==> config.mk <==
export PLATFORM = sky130hd
export DESIGN_NAME = csrl_latch
export DESIGN_NICKNAME = d
export VERILOG_FILES = /design/src/inc/csrl_pkg.sv /design/src/core/csrl_latch.sv
export SDC_FILE = /design/constraint.sdc
export NUM_CORES = 1
export LEC_CHECK = 0
export ABC_AREA = 1
export BUFFER_PORTS_ARGS = -buffer_cell sky130_fd_sc_hd__buf_2
export CAP_MARGIN = 20
export CELL_PAD_IN_SITES_DETAIL_PLACEMENT = 1
export CELL_PAD_IN_SITES_GLOBAL_PLACEMENT = 1
export CORE_ASPECT_RATIO = 1.1
export CORE_MARGIN = 2
export CORE_UTILIZATION = 34
export CTS_CLUSTER_SIZE = 25
export DETAILED_ROUTE_END_ITERATION = 7
export GPL_TIMING_DRIVEN = 0
export PLACE_DENSITY_LB_ADDON = 0.25
export SYNTH_ARGS = -nofsm -noshare
export SYNTH_HDL_FRONTEND = slang
export SYNTH_SLANG_ARGS = --single-unit
==> constraint.sdc <==
create_clock -name i_sys_clk -period 4.5 [get_ports i_sys_clk]
set_clock_uncertainty 0.1 [all_clocks]
set_input_delay 0.9 -clock i_sys_clk [delete_from_list [all_inputs] [get_ports i_sys_clk]]
set_output_delay 0.9 -clock i_sys_clk [all_outputs]
set_load 0.02 [all_outputs]
==> src/inc/csrl_pkg.sv <==
// Package for the comparator set-reset latch: register map, fields, resets.
// Assumes a 32-bit AXI4-Lite bus; registers occupy the low byte of a word.
package csrl_pkg;
   localparam logic [3:0] CSRL_OFS_CONTROL = 4'h0;
   localparam logic [3:0] CSRL_OFS_PRESCALE = 4'h4;
   localparam int CSRL_BIT_SET_CLOCK_ENABLE = 0;
   localparam int CSRL_BIT_RESET_PULSE = 2;
   localparam int CSRL_BIT_SET_PULSE = 3;
   localparam int CSRL_BIT_CMP2_RESET_EN = 4;
   localparam int CSRL_BIT_CMP1_SET_EN = 5;
   localparam int CSRL_BIT_FIRST_OUT_SEL = 6;
   localparam int CSRL_BIT_SECOND_OUT_SEL = 7;
   localparam int CSRL_BIT_DIVIDER_LO = 6;
   localparam logic [7:0] CSRL_CONTROL_RESET = 8'h00;
   localparam logic [1:0] CSRL_DIVIDER_RESET = 2'h0;
   localparam logic [6:0] CSRL_DIV_MAX_16 = 7'h0f;
   localparam logic [6:0] CSRL_DIV_MAX_32 = 7'h1f;
   localparam logic [6:0] CSRL_DIV_MAX_64 = 7'h3f;
   localparam logic [6:0] CSRL_DIV_MAX_128 = 7'h7f;
   localparam logic [1:0] CSRL_RESP_OKAY = 2'h0;
   localparam logic [1:0] CSRL_RESP_SLVERR = 2'h2;

   typedef struct packed {
      logic second_out_select;
      logic first_out_select;
      logic cmp1_set_enable;
      logic cmp2_reset_enable;
      logic set_clock_enable;
   } csrl_ctrl_s;
endpackage : csrl_pkg

==> src/core/csrl_latch.sv <==
// Comparator set-reset latch with output routing and prescaled set clock.
// Assumes comparator levels and pin direction inputs synchronous to i_sys_clk.
//
// Contract
// - Latch holds state without a clock; set and reset are active high.
// - Comparator 1 sets latch when enabled, or software set pulse.
// - Comparator 2 resets latch when enabled, or software reset pulse.
// - Set and reset together leave the latch reset.
// - Writing one to a pulse bit fires one pulse, then clears; zero does nothing.
// - Bit 6 routes Q to output one, bit 7 routes Q-bar to output two.
// - After reset, both pins carry the comparator outputs directly.
// - A pin is driven only with its output enable set and direction output.
// - Latch and routing work whether comparators are enabled or not.
// - Divider code 00/01/10/11 gives oscillator over 16/32/64/128.
// - Unimplemented bits read zero: prescale bits 5-0, control bit 1.
// - Set clock enable pulses latch set periodically; disabled means no pulses.
module csrl_latch (
   // Clock and reset
   input wire logic i_sys_clk,
   input wire logic i_sys_rst,
   // AXI4-Lite write address and data
   input wire logic [3:0] i_awaddr,
   input wire logic i_awvalid,
   output logic o_awready,
   input wire logic [31:0] i_wdata,
   input wire logic [3:0] i_wstrb,
   input wire logic i_wvalid,
   output logic o_wready,
   // AXI4-Lite write response
   output logic [1:0] o_bresp,
   output logic o_bvalid,
   input wire logic i_bready,
   // AXI4-Lite read
   input wire logic [3:0] i_araddr,
   input wire logic i_arvalid,
   output logic o_arready,
   output logic [31:0] o_rdata,
   output logic [1:0] o_rresp,
   output logic o_rvalid,
   input wire logic i_rready,
   // Comparators and pin logic
   input wire logic i_cmp1_output,
   input wire logic i_cmp2_output,
   input wire logic [1:0] i_cmp_pin_output_enable,
   input wire logic [1:0] i_pin_direction,
   output logic [1:0] o_pin_out,
   output logic [1:0] o_pin_oe,
   output logic o_latch_q
);
   csrl_pkg::csrl_ctrl_s ctrl_q;
   logic [1:0] divider_q;
   logic set_pulse_q;
   logic reset_pulse_q;
   logic [6:0] div_cnt_q;
   logic clk_pulse_q;
   logic latch_q;
   logic aw_held_q;
   logic w_held_q;
   logic [3:0] awaddr_q;
   logic [7:0] wdata_q;
   logic wstrb0_q;
   logic period_upset_q;

   function automatic logic [6:0] div_max(input logic [1:0] code);
      case (code)
         2'h0: div_max = csrl_pkg::CSRL_DIV_MAX_16;
         2'h1: div_max = csrl_pkg::CSRL_DIV_MAX_32;
         2'h2: div_max = csrl_pkg::CSRL_DIV_MAX_64;
         default: div_max = csrl_pkg::CSRL_DIV_MAX_128;
      endcase
   endfunction : div_max

   // Write channel: address and data may arrive in either order
   wire aw_ok = i_awvalid && !aw_held_q && !o_bvalid;
   wire w_ok = i_wvalid && !w_held_q && !o_bvalid;
   assign o_awready = !aw_held_q && !o_bvalid;
   assign o_wready = !w_held_q && !o_bvalid;
   wire have_aw = aw_held_q || aw_ok;
   wire have_w = w_held_q || w_ok;
   wire do_write = have_aw && have_w;
   wire [3:0] wr_addr = aw_held_q ? awaddr_q : i_awaddr;
   wire [7:0] wr_byte = w_held_q ? wdata_q : i_wdata[7:0];
   wire wr_lane0 = w_held_q ? wstrb0_q : i_wstrb[0];
   wire wr_ctrl = do_write && wr_addr == csrl_pkg::CSRL_OFS_CONTROL;
   wire wr_pres = do_write && wr_addr == csrl_pkg::CSRL_OFS_PRESCALE;
   wire wr_hit = wr_ctrl || wr_pres;
   wire wr_ctrl_b = wr_ctrl && wr_lane0;
   wire wr_pres_b = wr_pres && wr_lane0;

   // Read data: unimplemented bits are zero
   wire [7:0] ctrl_rd = {ctrl_q.second_out_select, ctrl_q.first_out_select,
                         ctrl_q.cmp1_set_enable, ctrl_q.cmp2_reset_enable,
                         set_pulse_q, reset_pulse_q, 1'b0, ctrl_q.set_clock_enable};
   wire [7:0] pres_rd = {divider_q, 6'h00};
   wire rd_ctrl = i_araddr == csrl_pkg::CSRL_OFS_CONTROL;
   wire rd_pres = i_araddr == csrl_pkg::CSRL_OFS_PRESCALE;
   wire [31:0] rd_word = rd_ctrl ? {24'h000000, ctrl_rd} :
                         rd_pres ? {24'h000000, pres_rd} : 32'h00000000;
   assign o_arready = !o_rvalid;

   // Latch inputs; the comparator terms ignore comparator power state
   wire set_in = (ctrl_q.cmp1_set_enable && i_cmp1_output) || set_pulse_q || clk_pulse_q;
   wire reset_in = (ctrl_q.cmp2_reset_enable && i_cmp2_output) || reset_pulse_q;
   // Asynchronous core: comparator levels act at once, no clock needed
   wire latch_now = reset_in ? 1'b0 : (set_in ? 1'b1 : latch_q);

   always_ff @(posedge i_sys_clk) begin
      if (i_sys_rst) begin
         aw_held_q <= 1'b0;
         w_held_q <= 1'b0;
         awaddr_q <= 4'h0;
         wdata_q <= 8'h00;
         wstrb0_q <= 1'b0;
         o_bvalid <= 1'b0;
         o_bresp <= csrl_pkg::CSRL_RESP_OKAY;
         o_rvalid <= 1'b0;
         o_rdata <= 32'h00000000;
         o_rresp <= csrl_pkg::CSRL_RESP_OKAY;
      end else begin
         if (aw_ok) begin
            awaddr_q <= i_awaddr;
         end
         if (w_ok) begin
            wdata_q <= i_wdata[7:0];
            wstrb0_q <= i_wstrb[0];
         end
         aw_held_q <= have_aw && !do_write;
         w_held_q <= have_w && !do_write;
         if (do_write) begin
            o_bvalid <= 1'b1;
            o_bresp <= wr_hit ? csrl_pkg::CSRL_RESP_OKAY : csrl_pkg::CSRL_RESP_SLVERR;
         end else if (i_bready) begin
            o_bvalid <= 1'b0;
         end
         if (i_arvalid && !o_rvalid) begin
            o_rvalid <= 1'b1;
            o_rdata <= rd_word;
            o_rresp <= (rd_ctrl || rd_pres) ? csrl_pkg::CSRL_RESP_OKAY :
                       csrl_pkg::CSRL_RESP_SLVERR;
         end else if (i_rready) begin
            o_rvalid <= 1'b0;
         end
      end
   end

   // Control registers
   always_ff @(posedge i_sys_clk) begin
      if (i_sys_rst) begin
         ctrl_q <= '0;
         divider_q <= csrl_pkg::CSRL_DIVIDER_RESET;
         set_pulse_q <= 1'b0;
         reset_pulse_q <= 1'b0;
      end else begin
         if (wr_ctrl_b) begin
            ctrl_q.second_out_select <= wr_byte[csrl_pkg::CSRL_BIT_SECOND_OUT_SEL];
            ctrl_q.first_out_select <= wr_byte[csrl_pkg::CSRL_BIT_FIRST_OUT_SEL];
            ctrl_q.cmp1_set_enable <= wr_byte[csrl_pkg::CSRL_BIT_CMP1_SET_EN];
            ctrl_q.cmp2_reset_enable <= wr_byte[csrl_pkg::CSRL_BIT_CMP2_RESET_EN];
            ctrl_q.set_clock_enable <= wr_byte[csrl_pkg::CSRL_BIT_SET_CLOCK_ENABLE];
         end
         // Pulse bits: set only by a one, cleared by hardware next cycle
         set_pulse_q <= wr_ctrl_b && wr_byte[csrl_pkg::CSRL_BIT_SET_PULSE];
         reset_pulse_q <= wr_ctrl_b && wr_byte[csrl_pkg::CSRL_BIT_RESET_PULSE];
         if (wr_pres_b) begin
            divider_q <= wr_byte[7:csrl_pkg::CSRL_BIT_DIVIDER_LO];
         end
      end
   end

   // Set clock divider; counter restarts while disabled so first pulse is a full period
   always_ff @(posedge i_sys_clk) begin
      if (i_sys_rst || !ctrl_q.set_clock_enable) begin
         div_cnt_q <= 7'h00;
         clk_pulse_q <= 1'b0;
      end else if (div_cnt_q >= div_max(divider_q)) begin
         div_cnt_q <= 7'h00;
         clk_pulse_q <= 1'b1;
      end else begin
         div_cnt_q <= div_cnt_q + 7'h01;
         clk_pulse_q <= 1'b0;
      end
   end

   // Holding element; latch_now is visible before the edge
   always_ff @(posedge i_sys_clk) begin
      if (i_sys_rst) begin
         latch_q <= 1'b0;
      end else begin
         latch_q <= latch_now;
      end
   end

   // Output routing and pin gating
   wire first_src = ctrl_q.first_out_select ? latch_now : i_cmp1_output;
   wire second_src = ctrl_q.second_out_select ? !latch_now : i_cmp2_output;
   assign o_pin_oe = i_cmp_pin_output_enable & ~i_pin_direction;
   assign o_pin_out = {second_src & o_pin_oe[1], first_src & o_pin_oe[0]};
   assign o_latch_q = latch_now;

   property p_reset_dominant;
      @(posedge i_sys_clk) disable iff (i_sys_rst)
         (set_in && reset_in) |=> !latch_q;
   endproperty
   a_reset_dominant: assert property (p_reset_dominant) else $error("latch not reset");

   property p_set_wins_alone;
      @(posedge i_sys_clk) disable iff (i_sys_rst)
         (set_in && !reset_in) |=> latch_q;
   endproperty
   a_set_wins_alone: assert property (p_set_wins_alone) else $error("latch not set");

   property p_pulse_one_cycle;
      @(posedge i_sys_clk) disable iff (i_sys_rst)
         set_pulse_q |=> !set_pulse_q || $past(wr_ctrl_b);
   endproperty
   a_pulse_one_cycle: assert property (p_pulse_one_cycle) else $error("pulse stuck");

   property p_no_clock_when_off;
      @(posedge i_sys_clk) disable iff (i_sys_rst)
         !ctrl_q.set_clock_enable |=> !clk_pulse_q;
   endproperty
   a_no_clock_when_off: assert property (p_no_clock_when_off) else $error("stray pulse");

   // Assertion helper: a divider write or a disable spoils the running period
   always_ff @(posedge i_sys_clk) begin
      if (i_sys_rst) begin
         period_upset_q <= 1'b0;
      end else if (wr_pres_b || !ctrl_q.set_clock_enable) begin
         period_upset_q <= 1'b1;
      end else if (clk_pulse_q) begin
         period_upset_q <= 1'b0;
      end
   end

   property p_div16_period;
      @(posedge i_sys_clk) disable iff (i_sys_rst)
         (clk_pulse_q && ctrl_q.set_clock_enable && divider_q == 2'h0 && !wr_pres_b
          && !wr_ctrl_b) |=> !clk_pulse_q [*8] ##8 (clk_pulse_q || period_upset_q);
   endproperty
   a_div16_period: assert property (p_div16_period) else $error("bad period");

   property p_pin_gate;
      @(posedge i_sys_clk) disable iff (i_sys_rst)
         (i_pin_direction[0] || !i_cmp_pin_output_enable[0]) |-> !o_pin_out[0] && !o_pin_oe[0];
   endproperty
   a_pin_gate: assert property (p_pin_gate) else $error("pin driven");

   property p_reserved_zero;
      @(posedge i_sys_clk) disable iff (i_sys_rst)
         (o_rvalid && $rose(o_rvalid)) |-> o_rdata[1] == 1'b0 && o_rdata[31:8] == 24'h000000;
   endproperty
   a_reserved_zero: assert property (p_reserved_zero) else $error("reserved set");

   property p_after_reset;
      @(posedge i_sys_clk) $fell(i_sys_rst) |-> ctrl_q == '0 && divider_q == 2'h0;
   endproperty
   a_after_reset: assert property (p_after_reset) else $error("bad reset");

   property p_clk_pulse_single;
      @(posedge i_sys_clk) disable iff (i_sys_rst)
         clk_pulse_q |=> !clk_pulse_q;
   endproperty
   a_clk_pulse_single: assert property (p_clk_pulse_single) else $error("long pulse");

   property p_reset_pulse_one;
      @(posedge i_sys_clk) disable iff (i_sys_rst)
         reset_pulse_q |=> !reset_pulse_q || $past(wr_ctrl_b);
   endproperty
   a_reset_pulse_one: assert property (p_reset_pulse_one) else $error("reset pulse stuck");

   property p_first_route;
      @(posedge i_sys_clk) disable iff (i_sys_rst)
         (ctrl_q.first_out_select && o_pin_oe[0]) |-> o_pin_out[0] == o_latch_q;
   endproperty
   a_first_route: assert property (p_first_route) else $error("first pin not Q");

   property p_second_route;
      @(posedge i_sys_clk) disable iff (i_sys_rst)
         (ctrl_q.second_out_select && o_pin_oe[1]) |-> o_pin_out[1] == !o_latch_q;
   endproperty
   a_second_route: assert property (p_second_route) else $error("second pin not Qbar");

   property p_pin_gate_hi;
      @(posedge i_sys_clk) disable iff (i_sys_rst)
         (i_pin_direction[1] || !i_cmp_pin_output_enable[1]) |-> !o_pin_out[1] && !o_pin_oe[1];
   endproperty
   a_pin_gate_hi: assert property (p_pin_gate_hi) else $error("pin two driven");

   property p_cmp_reset_now;
      @(posedge i_sys_clk) disable iff (i_sys_rst)
         (ctrl_q.cmp2_reset_enable && i_cmp2_output) |-> !o_latch_q;
   endproperty
   a_cmp_reset_now: assert property (p_cmp_reset_now) else $error("latch not cleared");

   property p_hold_idle;
      @(posedge i_sys_clk) disable iff (i_sys_rst)
         (!set_in && !reset_in) |-> o_latch_q == latch_q;
   endproperty
   a_hold_idle: assert property (p_hold_idle) else $error("latch drifted");
endmodule : csrl_latch

==> results.cfg <==
[sta]
period_minus_slack_ns = 2.71
rsz0062_at_grt = no
maxSlewHeadroom = 0.656
tightest_slew_ns = 0.515
final-setup-viol-count = 0
hold_viol = 0
final_max_slew_viol_count = 0
period_share = 0.603
fmax_mhz = 368
fin_tns_setup_ns = 0

[place]
port_buffers = 47
routabilityCongestion = 0.794
dp_cells = 470
postPlaceCellArea_sq_um = 2700
place_hpwl_um = 4320

[setup_path]
cp_num_buf_inv = 4
max_stage_delay_ns = 0.15
path_common_cell = nand2_1
cp-start-kind = primary input
cp.required_ns = 3.50
path_cells = buf_2 -> nand2_1 -> nand3b_1 -> nand2_1 -> inv_1 -> nand2_1 -> o211ai_1 -> inv_1 -> buf_2
worst_path_max_delay_cell = buf_2
ff2ff_path_depth = 7
crit_path_max_fanout = 3
worstSetupPathType = primary input to output port
r2r_end = div_cnt_q[5]$_SDFF_PP0_
path_depth = 9
critical_path.top_delay_family = buffers and inverters
rrSetupSlack_ns = 2.84
endpoint_kind = output port
worstPathArrival_ns = 1.71
r2r-start = divider_q[1]$_SDFFE_PP0P_

[clocking]
cts_buffers = 5
tritoncts = yes
clockBufferDepth = 2
cts_root_buf = clkbuf_8
post_cts_resized = 0
cts.sinks = 43
worstSkewPairLatency_ns = 0.29
h-tree-depth = 2
ctsHoldBuffers = 0
clkTransAtPathRegs_ns = 0.07
post-cts-setup-buffer-count = 0

[synth]
synthXorXnorAreaFrac = 0.0193
synthDistinctLibCells = 33
syn_inst = 315
synth_ff_type = dfxtp_1
synth_top_family_by_area = simple AND/OR/NAND/NOR gates
synth-simple-area-share = 0.300
async_reset_ff_frac = 0
yosys_warnings = 0
ys_seq_area_frac = 0.380
synth_seq_cells = 43
synth.avg_cell_area_sq_um = 7.19
synth_fa_ha_area_frac = 0.0221
synthMuxAreaShare = 0.00883
syn_area_sq_um = 2270
synth_edf_count = 0
synth-compound-area-share = 0.0983

[final_layout]
regArea_sq_um = 861
fin_nets = 456
layout-drive-gt1-share = 0.263
insertedDiodeCount = 0
final_area_sq_um = 2790
multiInputGateArea_sq_um = 1120
final_util = 0.428
fin_cells = 477
area_delta_synth_final_pct = 23.1
fillers = 889

[die]
die_x_um = 81.8
die_height_um = 89.6
std_cell_rows = 31
ioPinCount = 103
dieArea_sq_um = 7330
core_sq_um = 6520
start_util = 0.348

[route]
first_iter_violations = 79
dr_total_vias = 2094
wl_per_cell_um = 11.3
drt-total-wl_um = 5400
drc = 0
detail-route-antenna-nets = 0
vias_per_cell = 4.39
first_pass_iters = 4

[grt]
use_met1 = 0.190
antenna_found_initial = 0
top_usage_layer = met2
overflow = 0
use_met3 = 0.0320
grt_pass1_wl_um = 9050
grt_max_degree = 13
grt_use_total = 0.159
use_met2 = 0.282
grt_pass1_vias = 2035

[pwr]
leakage_uw = 0.00141
ir_drop_uv = 148
power.total_uw = 843
power-per-cell-area_nw_per_um2 = 302

[status]
outcome = finished, final reports clean

[min_path]
hold_end = wdata_q[7]$_SDFFE_PP0P_
min_path_type = register to register
min_from = wdata_q[7]$_SDFFE_PP0P_
whs_path_depth = 2

[job]
drv_cap = 0
## cells in the mapped netlist (2+ instances only)
library cell	n	share of area
nand4_1	8	0.022
nand2_1	56	0.093
a21boi_0	2	0.0066
inv_2	3	0.0050
nor3_1	4	0.0088
nor2_4	3	0.015
clkbuf_1	2	0.0033
buf_4	28	0.093
nand3_2	3	0.013
mux2i_1	2	0.0088
inv_1	31	0.051
xor2_1	3	0.012
o21ai_0	19	0.042
xnor2_1	2	0.0077
a21oi_1	15	0.033
nor2_1	60	0.099
nand2_4	2	0.0099
nand3_1	8	0.018
dfxtp_1	43	0.38
buf_6	3	0.015
nor2_2	2	0.0055
ha_1	4	0.022
nand2_2	2	0.0055
## flip-flops by register name, summed over array words and instances (netlist names)
signal and cells:
awaddr_q 4, clk_pulse_q 1, w_held_q 1, reset_pulse_q 1, wstrb0_q 1, o_rvalid 1
o_bresp 1, div_cnt_q 7, latch_q 1, set_pulse_q 1, o_rresp 1, aw_held_q 1
divider_q 2, o_bvalid 1, wdata_q 7, ctrl_q 5, o_rdata 7
## cell families after synthesis
| logic type | after synthesis |
|---|---|
| AO/OA/AOI/OAI | 41 |
| XOR/XNOR | 5 |
| adder cells (fa/ha/maj) | 4 |
| buffers and inverters | 68 |
| flip-flops | 43 |
| multiplexers | 2 |
| other | 1 |
| AND/OR/NAND/NOR | 151 |
## per-stage QoR
step	setup slack [ns]	hold slack (ns)
3_5_place_dp	1.77	0.353
6_report	1.79	0.360
4_1_cts	1.77	0.365
2_1_floorplan	1.76	0.318
3_3_place_gp	1.83	0.330
5_1_grt	1.72	0.393
## routing by layer
| layer | wire length [um] | part of all wire |
|---|---|---|
| met1 | 2450 | 0.45 |
| met2 | 2590 | 0.48 |
| met3 | 271 | 0.050 |
| met4 | 83 | 0.015 |
| met5 | 0 | 0 |
## worst reg2reg max path, cell delays in order (launching register included)
cell,delay [ns]
dfxtp_1,0.38
inv_1,0.08
ha_1,0.29
a21oi_1,0.15
nor2_1,0.05
nor2_1,0.11
nand4_1,0.26
nor2_1,0.17
## worst max path at each step
stage / from / to / slack (ns)
6_report: i_cmp1_output / o_pin_out[1] / 1.79
3_3_place_gp: i_cmp1_output / o_pin_out[1] / 1.83
5_1_grt: i_cmp1_output / o_pin_out[1] / 1.72
3_5_place_dp: i_cmp1_output / o_pin_out[1] / 1.77
2_1_floorplan: i_cmp_pin_output_enable[0] / o_pin_out[0] / 1.76
4_1_cts: i_cmp1_output / o_pin_out[1] / 1.77
## where the power goes
group          total [uW]  internal [uW]  switching (uW)
clock network         250            121             130
logic                 182           66.6             115
registers             410            399            11.5
total                 843            586             256
## area by class of cell
| class | count | share of cell area |
|---|---|---|
| repair buffers | 47 | 0.0843 |
| flip-flops and latches | 43 | 0.309 |
| multi-input cells | 230 | 0.401 |
| plain buffers | 34 | 0.0920 |
| clock inverters | 1 | 0.00179 |
| well taps | 82 | 0.0368 |
| clock buffers | 6 | 0.0296 |
| inverters | 34 | 0.0458 |
## placed cells by master (no fill, tap or decap), types with 4 or more instances in the layout
cell type and n:
a21oi_1 15, buf_2 48, buf_4 28, clkbuf_8 6, conb_1 27, dfxtp_1 43, ha_1 4, inv_1 31
nand2_1 56, nand3_1 8, nand4_1 8, nor2_1 60, nor3_1 4, o21ai_0 19
Note: power is estimated with default switching activity, not from simulation.
